File: config.mk
export PLATFORM = sky130hd
export DESIGN_NAME = adc_conversion_sequencer
export DESIGN_NICKNAME = d
export VERILOG_FILES = /design/src/hdl/adc_seq_pkg.sv /design/src/hdl/adc_clock_divider.sv /design/src/hdl/adc_conversion_sequencer.sv
export SDC_FILE = /design/constraint.sdc
export NUM_CORES = 1
export LEC_CHECK = 0
export ABC_AREA = 1
export BUFFER_PORTS_ARGS = -buffer_cell sky130_fd_sc_hd__buf_4
export CAP_MARGIN = 20
export CORE_MARGIN = 2
export CORE_UTILIZATION = 56
export CTS_CLUSTER_DIAMETER = 50
export DETAILED_ROUTE_END_ITERATION = 10
export GPL_TIMING_DRIVEN = 0
export PLACE_DENSITY = 0.93
export SYNTH_ARGS = -nofsm -noshare
export SYNTH_HDL_FRONTEND = slang
export SYNTH_HIERARCHICAL = 1
export SYNTH_SLANG_ARGS = --single-unit
export TNS_END_PERCENT = 20
File: constraint.sdc
create_clock -name pclk -period 4.3 [get_ports pclk]
set_input_delay 0.86 -clock pclk [delete_from_list [all_inputs] [get_ports pclk]]
set_output_delay 0.86 -clock pclk [all_outputs]
set_load 0.02 [all_outputs]
File: src/hdl/adc_seq_pkg.sv
package adc_seq_pkg;

    // Register byte addresses (one aligned word each)
    localparam logic [11:0] CTRL_A_ADDR = 12'h000;
    localparam logic [11:0] CTRL_B_ADDR = 12'h004;
    localparam logic [11:0] INT_CTRL_ADDR = 12'h008;
    localparam logic [11:0] RESULT_HIGH_ADDR = 12'h00c;
    localparam logic [11:0] RESULT_LOW_ADDR = 12'h010;
    localparam logic [11:0] ANALOG_DATA_ADDR = 12'h014;

    // Control register a field positions
    localparam int CHAN_LSB = 0;
    localparam int FORMAT_BIT = 4;
    localparam int POWER_BIT = 5;
    localparam int BUSY_BIT = 6;
    localparam int START_BIT = 7;

    // Control register b field positions
    localparam int DIV_LSB = 0;
    localparam int REF_LSB = 3;
    localparam int SRC_LSB = 5;

    // Interrupt control field positions
    localparam int GIE_BIT = 0;
    localparam int AIE_BIT = 1;
    localparam int FLAG_BIT = 2;

    // Conversion timing in converter clock cycles
    localparam int SAMPLE_CYCLES = 4;
    localparam int CONVERT_CYCLES = 12;
    localparam int TOTAL_CYCLES = SAMPLE_CYCLES + CONVERT_CYCLES;

    // Source select codes
    localparam logic [2:0] SRC_BANDGAP = 3'h1;
    localparam logic [2:0] SRC_GND_LO = 3'h2;
    localparam logic [2:0] SRC_GND_HI = 3'h4;

    // Routing choice driven to the analog core
    typedef enum logic [1:0] {
        ROUTE_EXTERNAL = 2'h0,
        ROUTE_BANDGAP = 2'h1,
        ROUTE_GROUND = 2'h2
    } route_t;

    // Configuration bundle to the analog core
    typedef struct packed {
        logic power_on;
        route_t route;
        logic [3:0] channel;
        logic [1:0] reference;
        logic sample;
        logic convert;
    } analog_ctrl_t;

endpackage

File: src/hdl/adc_clock_divider.sv
`timescale 1ns/1ps
// Power-of-two tick generator for the converter clock
module adc_clock_divider #(
    parameter int SEL_W = 3
) (
    input wire logic pclk,
    input wire logic presetn,
    input wire logic run,
    input wire logic [SEL_W-1:0] sel,
    output logic tick
);
    localparam int CNT_W = (1 << SEL_W) - 1;

    logic [CNT_W-1:0] cnt_reg;
    logic [CNT_W-1:0] cnt_next;
    logic [CNT_W-1:0] limit;

    // Terminal count is two to the sel, minus one
    always_comb begin
        limit = CNT_W'((1 << sel) - 1);
        if (!run || cnt_reg >= limit) begin
            cnt_next = '0;
        end else begin
            cnt_next = cnt_reg + 1'b1;
        end
        tick = run && (cnt_reg >= limit);
    end

    // Counter register
    always_ff @(posedge pclk or negedge presetn) begin
        if (!presetn) begin
            cnt_reg <= '0;
        end else begin
            cnt_reg <= cnt_next;
        end
    end
endmodule

File: src/hdl/adc_conversion_sequencer.sv
`timescale 1ns/1ps
module adc_conversion_sequencer
    import adc_seq_pkg::*;
#(
    parameter int RES_W = 12,
    parameter int DIV_W = 3
) (
    input wire logic pclk,
    input wire logic presetn,
    input wire logic psel,
    input wire logic penable,
    input wire logic pwrite,
    input wire logic [11:0] paddr,
    input wire logic [31:0] pwdata,
    output logic [31:0] prdata,
    output logic pready,
    output logic pslverr,
    input wire logic [RES_W-1:0] analog_result,
    output analog_ctrl_t analog_ctrl,
    output logic irq
);

    // Sequencer states, one-hot
    typedef enum logic [2:0] {
        ST_IDLE = 3'b001,
        ST_SAMPLE = 3'b010,
        ST_CONVERT = 3'b100
    } seq_state_t;

    // Software-visible control state
    // Channel code handed to the input mux
    logic [3:0] channel_reg, channel_next;
    // Result alignment choice
    logic format_reg, format_next;
    // Analog power request
    logic power_reg, power_next;
    // Last written start bit; its falling write is the trigger
    logic start_reg, start_next;
    // Converter clock division code
    logic [DIV_W-1:0] div_reg, div_next;
    // Reference voltage choice
    logic [1:0] ref_reg, ref_next;
    // Input source code
    logic [2:0] src_reg, src_next;
    // Global interrupt enable
    logic gie_reg, gie_next;
    // Converter interrupt enable
    logic aie_reg, aie_next;
    // Completion request, sticky until software writes 0
    logic flag_reg, flag_next;
    // Conversion state
    seq_state_t state_reg, state_next;
    // Converter ticks elapsed in this conversion
    logic [4:0] cyc_reg, cyc_next;
    // Result bytes; held until the next completion
    logic [7:0] high_reg, high_next;
    logic [7:0] low_reg, low_next;
    // Bus answer registers
    // Read data, held between accesses
    logic [31:0] prdata_reg, prdata_next;
    // One-cycle answer strobe and its error flag
    logic pready_reg, pready_next;
    logic pslverr_reg, pslverr_next;
    // Interrupt line, registered so the pin never glitches
    logic irq_reg, irq_next;
    // Analog core configuration
    analog_ctrl_t actrl_reg, actrl_next;

    // Converter clock enable pulse
    logic tick;
    // Setup phase of a bus transfer
    logic setup_ph;
    // Write lands in this cycle
    logic wr_en;
    // Last converter tick of a conversion
    logic done;
    // Conversion in flight
    logic busy;
    // Address maps to a register
    logic hit;

    assign busy = (state_reg != ST_IDLE);

    // Converter clock tick; runs only while sampling or converting
    adc_clock_divider #(
        .SEL_W(DIV_W)
    ) u_div (
        .pclk(pclk),
        .presetn(presetn),
        .run(busy),
        .sel(div_reg),
        .tick(tick)
    );

    // Slave answers in the cycle after setup, so access is always one cycle
    assign setup_ph = psel && !penable;
    assign wr_en = psel && penable && pwrite && pready_reg;

    // Address decode
    always_comb begin
        case (paddr)
            CTRL_A_ADDR, CTRL_B_ADDR, INT_CTRL_ADDR,
            RESULT_HIGH_ADDR, RESULT_LOW_ADDR: hit = 1'b1;
            default: hit = 1'b0;
        endcase
    end

    // Register writes and conversion sequencing
    always_comb begin
        channel_next = channel_reg;
        format_next = format_reg;
        power_next = power_reg;
        start_next = start_reg;
        div_next = div_reg;
        ref_next = ref_reg;
        src_next = src_reg;
        gie_next = gie_reg;
        aie_next = aie_reg;
        flag_next = flag_reg;
        state_next = state_reg;
        cyc_next = cyc_reg;
        high_next = high_reg;
        low_next = low_reg;
        done = 1'b0;
        if (wr_en) begin
            case (paddr)
                // Start bit is kept so the falling write can be seen
                CTRL_A_ADDR: begin
                    channel_next = pwdata[CHAN_LSB +: 4];
                    format_next = pwdata[FORMAT_BIT];
                    power_next = pwdata[POWER_BIT];
                    start_next = pwdata[START_BIT];
                end
                // Clock, reference and source codes
                CTRL_B_ADDR: begin
                    div_next = pwdata[DIV_LSB +: DIV_W];
                    ref_next = pwdata[REF_LSB +: 2];
                    src_next = pwdata[SRC_LSB +: 3];
                end
                // Enables, and the flag cleared by writing 0
                INT_CTRL_ADDR: begin
                    gie_next = pwdata[GIE_BIT];
                    aie_next = pwdata[AIE_BIT];
                    flag_next = pwdata[FLAG_BIT];
                end
                default: begin
                    // Result bytes and unmapped offsets ignore writes
                end
            endcase
        end
        case (state_reg)
            ST_IDLE: begin
                // Falling edge of start ends the pulse; power must be on
                if (start_reg && !start_next && power_reg) begin
                    state_next = ST_SAMPLE;
                    cyc_next = '0;
                end
            end
            ST_SAMPLE: begin
                if (tick) begin
                    cyc_next = cyc_reg + 5'h01;
                    if (cyc_reg == 5'(SAMPLE_CYCLES - 1)) begin
                        state_next = ST_CONVERT;
                    end
                end
            end
            ST_CONVERT: begin
                // Sixteenth tick closes the conversion
                if (tick) begin
                    cyc_next = cyc_reg + 5'h01;
                    if (cyc_reg == 5'(TOTAL_CYCLES - 1)) begin
                        done = 1'b1;
                        state_next = ST_IDLE;
                    end
                end
            end
            default: state_next = ST_IDLE;
        endcase
        // Power removal aborts a conversion in flight; the written value is
        // used so the core never sees a phase strobe with power already off
        if (!power_next) begin
            state_next = ST_IDLE;
        end
        if (done) begin
            // Both bytes land in the same edge busy drops
            if (format_reg) begin
                high_next = {4'h0, analog_result[11:8]};
                low_next = analog_result[7:0];
            end else begin
                high_next = analog_result[11:4];
                low_next = {analog_result[3:0], 4'h0};
            end
            flag_next = 1'b1; // set wins over a clearing write
        end
    end

    // Bus answer, interrupt and analog control outputs
    always_comb begin
        prdata_next = prdata_reg;
        pready_next = setup_ph;
        pslverr_next = 1'b0;
        if (setup_ph) begin
            pslverr_next = !hit;
            case (paddr)
                CTRL_A_ADDR: prdata_next = {24'h0, start_reg, busy, power_reg,
                    format_reg, channel_reg};
                CTRL_B_ADDR: prdata_next = 32'({src_reg, ref_reg, div_reg});
                INT_CTRL_ADDR: prdata_next = {29'h0, flag_reg, aie_reg, gie_reg};
                RESULT_HIGH_ADDR: prdata_next = {24'h0, high_reg};
                RESULT_LOW_ADDR: prdata_next = {24'h0, low_reg};
                // Unmapped offsets read as zero
                default: prdata_next = 32'h0;
            endcase
        end
        irq_next = flag_next && aie_next && gie_next;
        actrl_next.power_on = power_next;
        actrl_next.channel = channel_next;
        actrl_next.reference = ref_next;
        // Codes with no pin route from internal sources
        if (src_next == SRC_BANDGAP) begin
            actrl_next.route = ROUTE_BANDGAP;
        end else if (src_next >= SRC_GND_LO && src_next <= SRC_GND_HI) begin
            actrl_next.route = ROUTE_GROUND;
        end else begin
            actrl_next.route = ROUTE_EXTERNAL;
        end
        actrl_next.sample = (state_next == ST_SAMPLE);
        actrl_next.convert = (state_next == ST_CONVERT);
    end

    // State registers
    always_ff @(posedge pclk or negedge presetn) begin
        if (!presetn) begin
            channel_reg <= 4'h0;
            format_reg <= 1'b0;
            power_reg <= 1'b0;
            start_reg <= 1'b0;
            div_reg <= '0;
            ref_reg <= 2'h0;
            src_reg <= 3'h0;
            gie_reg <= 1'b0;
            aie_reg <= 1'b0;
            flag_reg <= 1'b0;
            state_reg <= ST_IDLE;
            cyc_reg <= 5'h00;
            high_reg <= 8'h00;
            low_reg <= 8'h00;
            prdata_reg <= 32'h0;
            pready_reg <= 1'b0;
            pslverr_reg <= 1'b0;
            irq_reg <= 1'b0;
            actrl_reg <= '0;
        end else begin
            channel_reg <= channel_next;
            format_reg <= format_next;
            power_reg <= power_next;
            start_reg <= start_next;
            div_reg <= div_next;
            ref_reg <= ref_next;
            src_reg <= src_next;
            gie_reg <= gie_next;
            aie_reg <= aie_next;
            flag_reg <= flag_next;
            state_reg <= state_next;
            cyc_reg <= cyc_next;
            high_reg <= high_next;
            low_reg <= low_next;
            prdata_reg <= prdata_next;
            pready_reg <= pready_next;
            pslverr_reg <= pslverr_next;
            irq_reg <= irq_next;
            actrl_reg <= actrl_next;
        end
    end

    assign prdata = prdata_reg;
    assign pready = pready_reg;
    assign pslverr = pslverr_reg;
    assign irq = irq_reg;
    assign analog_ctrl = actrl_reg;

endmodule

* Yosys cells after proc, flatten, opt, wreduce, memory -nomap -nowiden
Index checks and enable logic that the tools add are counted.
** Operators by class
- $add $sub $neg :: 3
- Reductions and logical operators :: 22
- Order comparisons :: 3
- Eq/ne operators :: 15
- Muxes and demuxes :: 34
- Shift operators :: 1
** Operators by type and width (number)
- $pmux W8 S5 :: 1
- $eq A12 B4 Y1 const B :: 2
- $mux W3 :: 8
- $mux W1 :: 16
- $mux W8 :: 2
- $eq A12 B3 Y1 const B :: 1
- $eq A12 B5 Y1 const B :: 1
- $logic_not A12 Y1 :: 1
- $logic_and A1 B1 Y1 :: 10
- $mux W5 :: 2
- $pmux W5 S2 :: 1
- $pmux W3 S3 :: 1
- $add A7 B1 Y7 const B :: 1
- $ge A7 B7 Y1 :: 1
- $mux W7 :: 1
- $shl A1 B3 Y7 const A :: 1
- $sub A7 B2 Y7 const B :: 1
- $eq A3 B1 Y1 const B :: 2
- $eq A3 B2 Y1 const B :: 2
- $eq A3 B3 Y1 const B :: 2
- $add A5 B1 Y5 const B :: 1
- $eq A5 B2 Y1 const B :: 1
- $eq A5 B4 Y1 const B :: 1
- $reduce_or A5 Y1 :: 1
- 12 further kinds :: 17
** Word-level totals
- Output and inout port bits :: 46
- Flip-flop bits (word level) :: 88
- Input port bits :: 61

* Depth between registers and ports, before layout
- Depth in word-level cells :: 11
- Gate-level depth with buffers :: 16
- Gate-level depth less buffers :: 15

* Hierarchy
The synthesis kept the hierarchy.
** By module, submodules not included
- adc_conversion_sequencer :: cells an instance 388, sequential area each 1427.6 µm², area an instance 3130.5 µm², times used 1
- adc_clock_divider :: cells an instance 73, sequential area each 175.2 µm², area an instance 546.8 µm², times used 1

* Worst setup path before layout
No wires, ideal clock.
- Path type :: register to register
- Start :: reg div_reg[1]
- End :: reg low_reg[1]
- Library setup time :: 0.135 ns
- Period minus slack after synthesis :: 2.308 ns
- Slack :: 1.992 ns
- Cell stages (with the launch flop) :: 17
- Data arrival time :: 2.174 ns
- Data required time :: 4.165 ns
- Cell sequence :: dfrtp_1 -> nor2_1 -> nand2_1 -> ha_1 -> inv_1 -> nand2_1 -> nand2_1 -> nand2_1 -> nand2_1 -> a21boi_0 -> nand2_1 -> nor2_2 -> inv_1 -> buf_2 -> buf_2 -> nand2_1 -> o31ai_1
** Between the ends
- Word-level cells in the longest chain between the ends :: 6
** Ends and longest elaborated chain
- from (decl) :: RTL line adc_conversion_sequencer.sv:40 : logic [DIV_W-1:0] div_reg, div_next;
- from (signal assigned) :: RTL line adc_conversion_sequencer.sv:258 : div_reg <= div_next;
- $shl A1 B3 Y7 :: RTL line adc_clock_divider.sv:20 : limit = CNT_W'((1 << sel) - 1);
- $sub A7 B2 Y7 :: RTL line adc_clock_divider.sv:20
- $ge A7 B7 Y1 :: RTL line adc_clock_divider.sv:26 : tick = run && (cnt_reg >= limit);
- $logic_and A1 B1 Y1 :: RTL line adc_clock_divider.sv:26
- via tick :: RTL line adc_conversion_sequencer.sv:70 : logic tick;
- $mux W1 :: RTL line adc_conversion_sequencer.sv:169 : if (tick) begin
- $mux W1 :: RTL line adc_conversion_sequencer.sv:151 : case (state_reg)
- to (signal assigned) :: RTL line adc_conversion_sequencer.sv:267 : low_reg <= low_next;
- to (decl) :: RTL line adc_conversion_sequencer.sv:57 : logic [7:0] low_reg, low_next;
The timed path passes the listed nets, and every way through them passes these cells.
A chain may end at the register's enable or synchronous reset.

* Worst setup path in the final report
- Start :: reg div_reg[1]
- End :: reg low_reg[2]
The elaborated chain is that of the path after synthesis.

==> results.yml <==
global_route:
  globalRouteTotalUtil_pct: 26.55
  wire_length_of_the_first_global_routing_pass_um: 15050
  grt_antenna_before_repair: 0
  grt_max_degree: 65
  grt_remaining_overflow: 0
  first_global_vias: 3365
timing:
  final_min_period_over_clock_period_pct: 68.46
  rsz_0062_raised_after_global_routing: "false"
  setup_viol: 0
  final.setup.tns_ps: 0
  drv_slew: 0
  clock-skew-final_ps: 8.282
  relative_max_transition_margin_pct: 47.57
  report.final.hold_viol_count: 0
  worstMarginPinSlew_ps: 786.5
  finalWorstPathRequiredPeriod_ps: 2944
  hold_ws_ps: 486.9
  peak_clock_frequency_supported_by_timing_mhz: 339.7
yosys:
  mappedNetlistArea_sq_um: 3677
  synth_warnings: 6
  post_synth.cell_area_avg_sq_um: 7.977
  synth_async_reset_ratio_pct: 100.0
  cells_after_synthesis: 461
  synth-edff-count: 0
  dominantRegCellSynth: "sky130_fd_sc_hd__dfrtp_1"
  yosys.cell_count.top_type: "sky130_fd_sc_hd__nand2_1"
  distinct_cell_type_count_of_the_synthesized_netlist: 42
  yosysTopAreaCell: "sky130_fd_sc_hd__dfrtp_1"
  yosys-top-cells-area: "sky130_fd_sc_hd__dfrtp_1 43%, sky130_fd_sc_hd__nand2_1 13%, sky130_fd_sc_hd__nand3_1 6.5%, sky130_fd_sc_hd__buf_4 5.5%, sky130_fd_sc_hd__inv_1 4.4%"
  synth.yosys.seq_area_share_pct: 43.59
  ys_ff_latch: 64
  synth_largest_type_area_fraction_pct: 42.87
  synth_common_cells: "127 x sky130_fd_sc_hd__nand2_1, 63 x sky130_fd_sc_hd__dfrtp_1, 48 x sky130_fd_sc_hd__nand3_1, 43 x sky130_fd_sc_hd__inv_1, 37 x sky130_fd_sc_hd__nor2_1"
layout:
  max_reg_flops: 11
  antenna-diode-count: 0
  final_design_area_no_fill_sq_um: 4516
  area_delta_synth_final_pct: 22.80
  final_cells: 635
  drive_gt1_share_pct: 25.99
  nNetsFinal: 624
clock_tree:
  worstSkewPairLatency_ps: 350
  tritoncts_clock_tree: "yes"
  cts_root_buf: "sky130_fd_sc_hd__clkbuf_8"
  cts_post_setup_buffers_inserted: 0
  cts_resized: 0
  h-tree-depth: 3
  clk_pin_slew_ps: 70
  tritoncts_num_sinks: 64
  cts_inserted_buffers: 9
  cts.hold.buffers_added: 0
  max-clock-path-buffers: 2
power:
  irDropWorstVdd_mv: 0.1905
  cellLeakagePower_nw: 2.355
  pwr_density_cell_nw_per_um2: 286.2
  power.total_w: 0.001292
drt:
  detail_route.wirelength_um: 9087
  ant_nets: 0
  top_signal_layer_used: "met4"
  detailroute.wirelength.met2_um: 4585
  post_drt_via_cell_ratio: 5.310
  drt_drc_violations_left: 0
  dr_wl_met3_um: 605
  wl_per_cell_um: 14.31
  detail_route.first_pass.iterations: 5
  detailedRoute.firstIterationViolations: 215
  met1Wirelength_um: 3514
  via_count: 3372
worst_hold_path:
  worst_hold_path_type: "reg -> reg"
setup_path:
  worst_r2r_setup_slack_ps: 1360
  crit_fanout: 10
  timing_worst_setup_path_type: "reg -> reg"
  worstSetupStartpointType: "register"
  critPathCaptureType: "register"
  worstPathArrival_ps: 3160
  critPathRequiredTime_ps: 4520
floorplan:
  fp.coreArea_sq_um: 6350
  die_area_sq_um: 7231
  design.portCount: 107
  rows: 29
  die_w_um: 85.04
  initial_core_util_pct: 57.91
  die-height_um: 85.04
placement:
  post_dp_hpwl_um: 6646
  gpl.final_weighted_congestion: 0.8756
  port_buffers: 58
  dpl.cell_count: 619
  dpl_cell_area_sq_um: 4295
run:
  timing.max_cap.violations: 0
status:
  status: "finished clean"
final cells by class:
type                    count  area [sq um]
fillers                   469          1834
multi-input cells         335          1728
flip-flops and latches     64          1603
repair buffers             58         435.4
plain buffers              34         241.5
inverters                  51         191.4
clock buffers              10         137.6
well taps                  77         96.34
clock inverters             6         82.58
critical path, stage by stage (launching register included):
cell and delay (ps):
sky130_fd_sc_hd__dfrtp_1 470, sky130_fd_sc_hd__nor2_1 180, sky130_fd_sc_hd__nand2_1 80, sky130_fd_sc_hd__ha_1 280, sky130_fd_sc_hd__inv_1 40, sky130_fd_sc_hd__nand2_1 50, sky130_fd_sc_hd__nand2_1 60, sky130_fd_sc_hd__nand2_1 70
sky130_fd_sc_hd__nand2_1 80, sky130_fd_sc_hd__a21boi_0 410, sky130_fd_sc_hd__nand2_1 130, sky130_fd_sc_hd__nor2_2 310, sky130_fd_sc_hd__inv_1 100, sky130_fd_sc_hd__buf_2 200, sky130_fd_sc_hd__buf_2 220, sky130_fd_sc_hd__nand2_1 80
sky130_fd_sc_hd__o31ai_1 60
final timing paths:
path | startpoint | endpoint | cells past startpoint
worst min-delay path | prdata[0] | prdata[0] | 2
worst max-delay path | div_reg[1] | low_reg[2] | 16
max in group asynchronous | presetn | pready | 1
worst min register to register | prdata[0] | prdata[0] | 2
min in group asynchronous | presetn | u_div/cnt_reg[4] | 1
worst max register to register | div_reg[1] | low_reg[2] | 16
layout by cell type, fill, tap and decap left out, drive strengths merged, types with 5 or more instances in the layout:
cell / n
nand2: 134
buf: 90
dfrtp: 63
nand3: 51
nor2: 50
inv: 49
conb: 24
o21ai: 21
clkbuf: 12
ha: 10
nand4: 10
a21oi: 7
o31ai: 6
nor3: 6
clkinv: 5
kinds of logic (layout without fill, tap and decap cells):
group	after synthesis	count (layout)	synth area share (%)
and+or+nand+nor	254	254	32.29
muxes	3	3	1.123
AOI/OAI and AO/OA	40	40	6.771
DFF	64	64	43.59
adders and majority gates	10	10	3.403
buffers and inverters	85	159	11.77
other	1	24	0.1020
xor gates and xnor gates	4	4	0.9529
stage by stage:
stage                     setup WS (ps)  utilization (%)
after detailed placement           1413            67.65
after global placement             1552            67.65
after CTS                          1396            71.11
after floorplan                    1992                -
final                              1356            71.11
after global routing               1059            71.11
where the power goes:
group / internal, W / switching [W] / total (W) / leakage (nW)
logic: 0.0000427 / 0.0000609 / 0.000104 / 1.47
registers: 0.000603 / 0.000000664 / 0.000603 / 0.769
clock network: 0.000339 / 0.000246 / 0.000585 / 0.112
layer usage:
layer  up-vias  track usage [%]
met5         -                0
met2       143            44.67
met4         0            17.03
li1       1614                -
met3        38            5.058
met1      1577            31.03
Power figures use the tool's default switching activity.
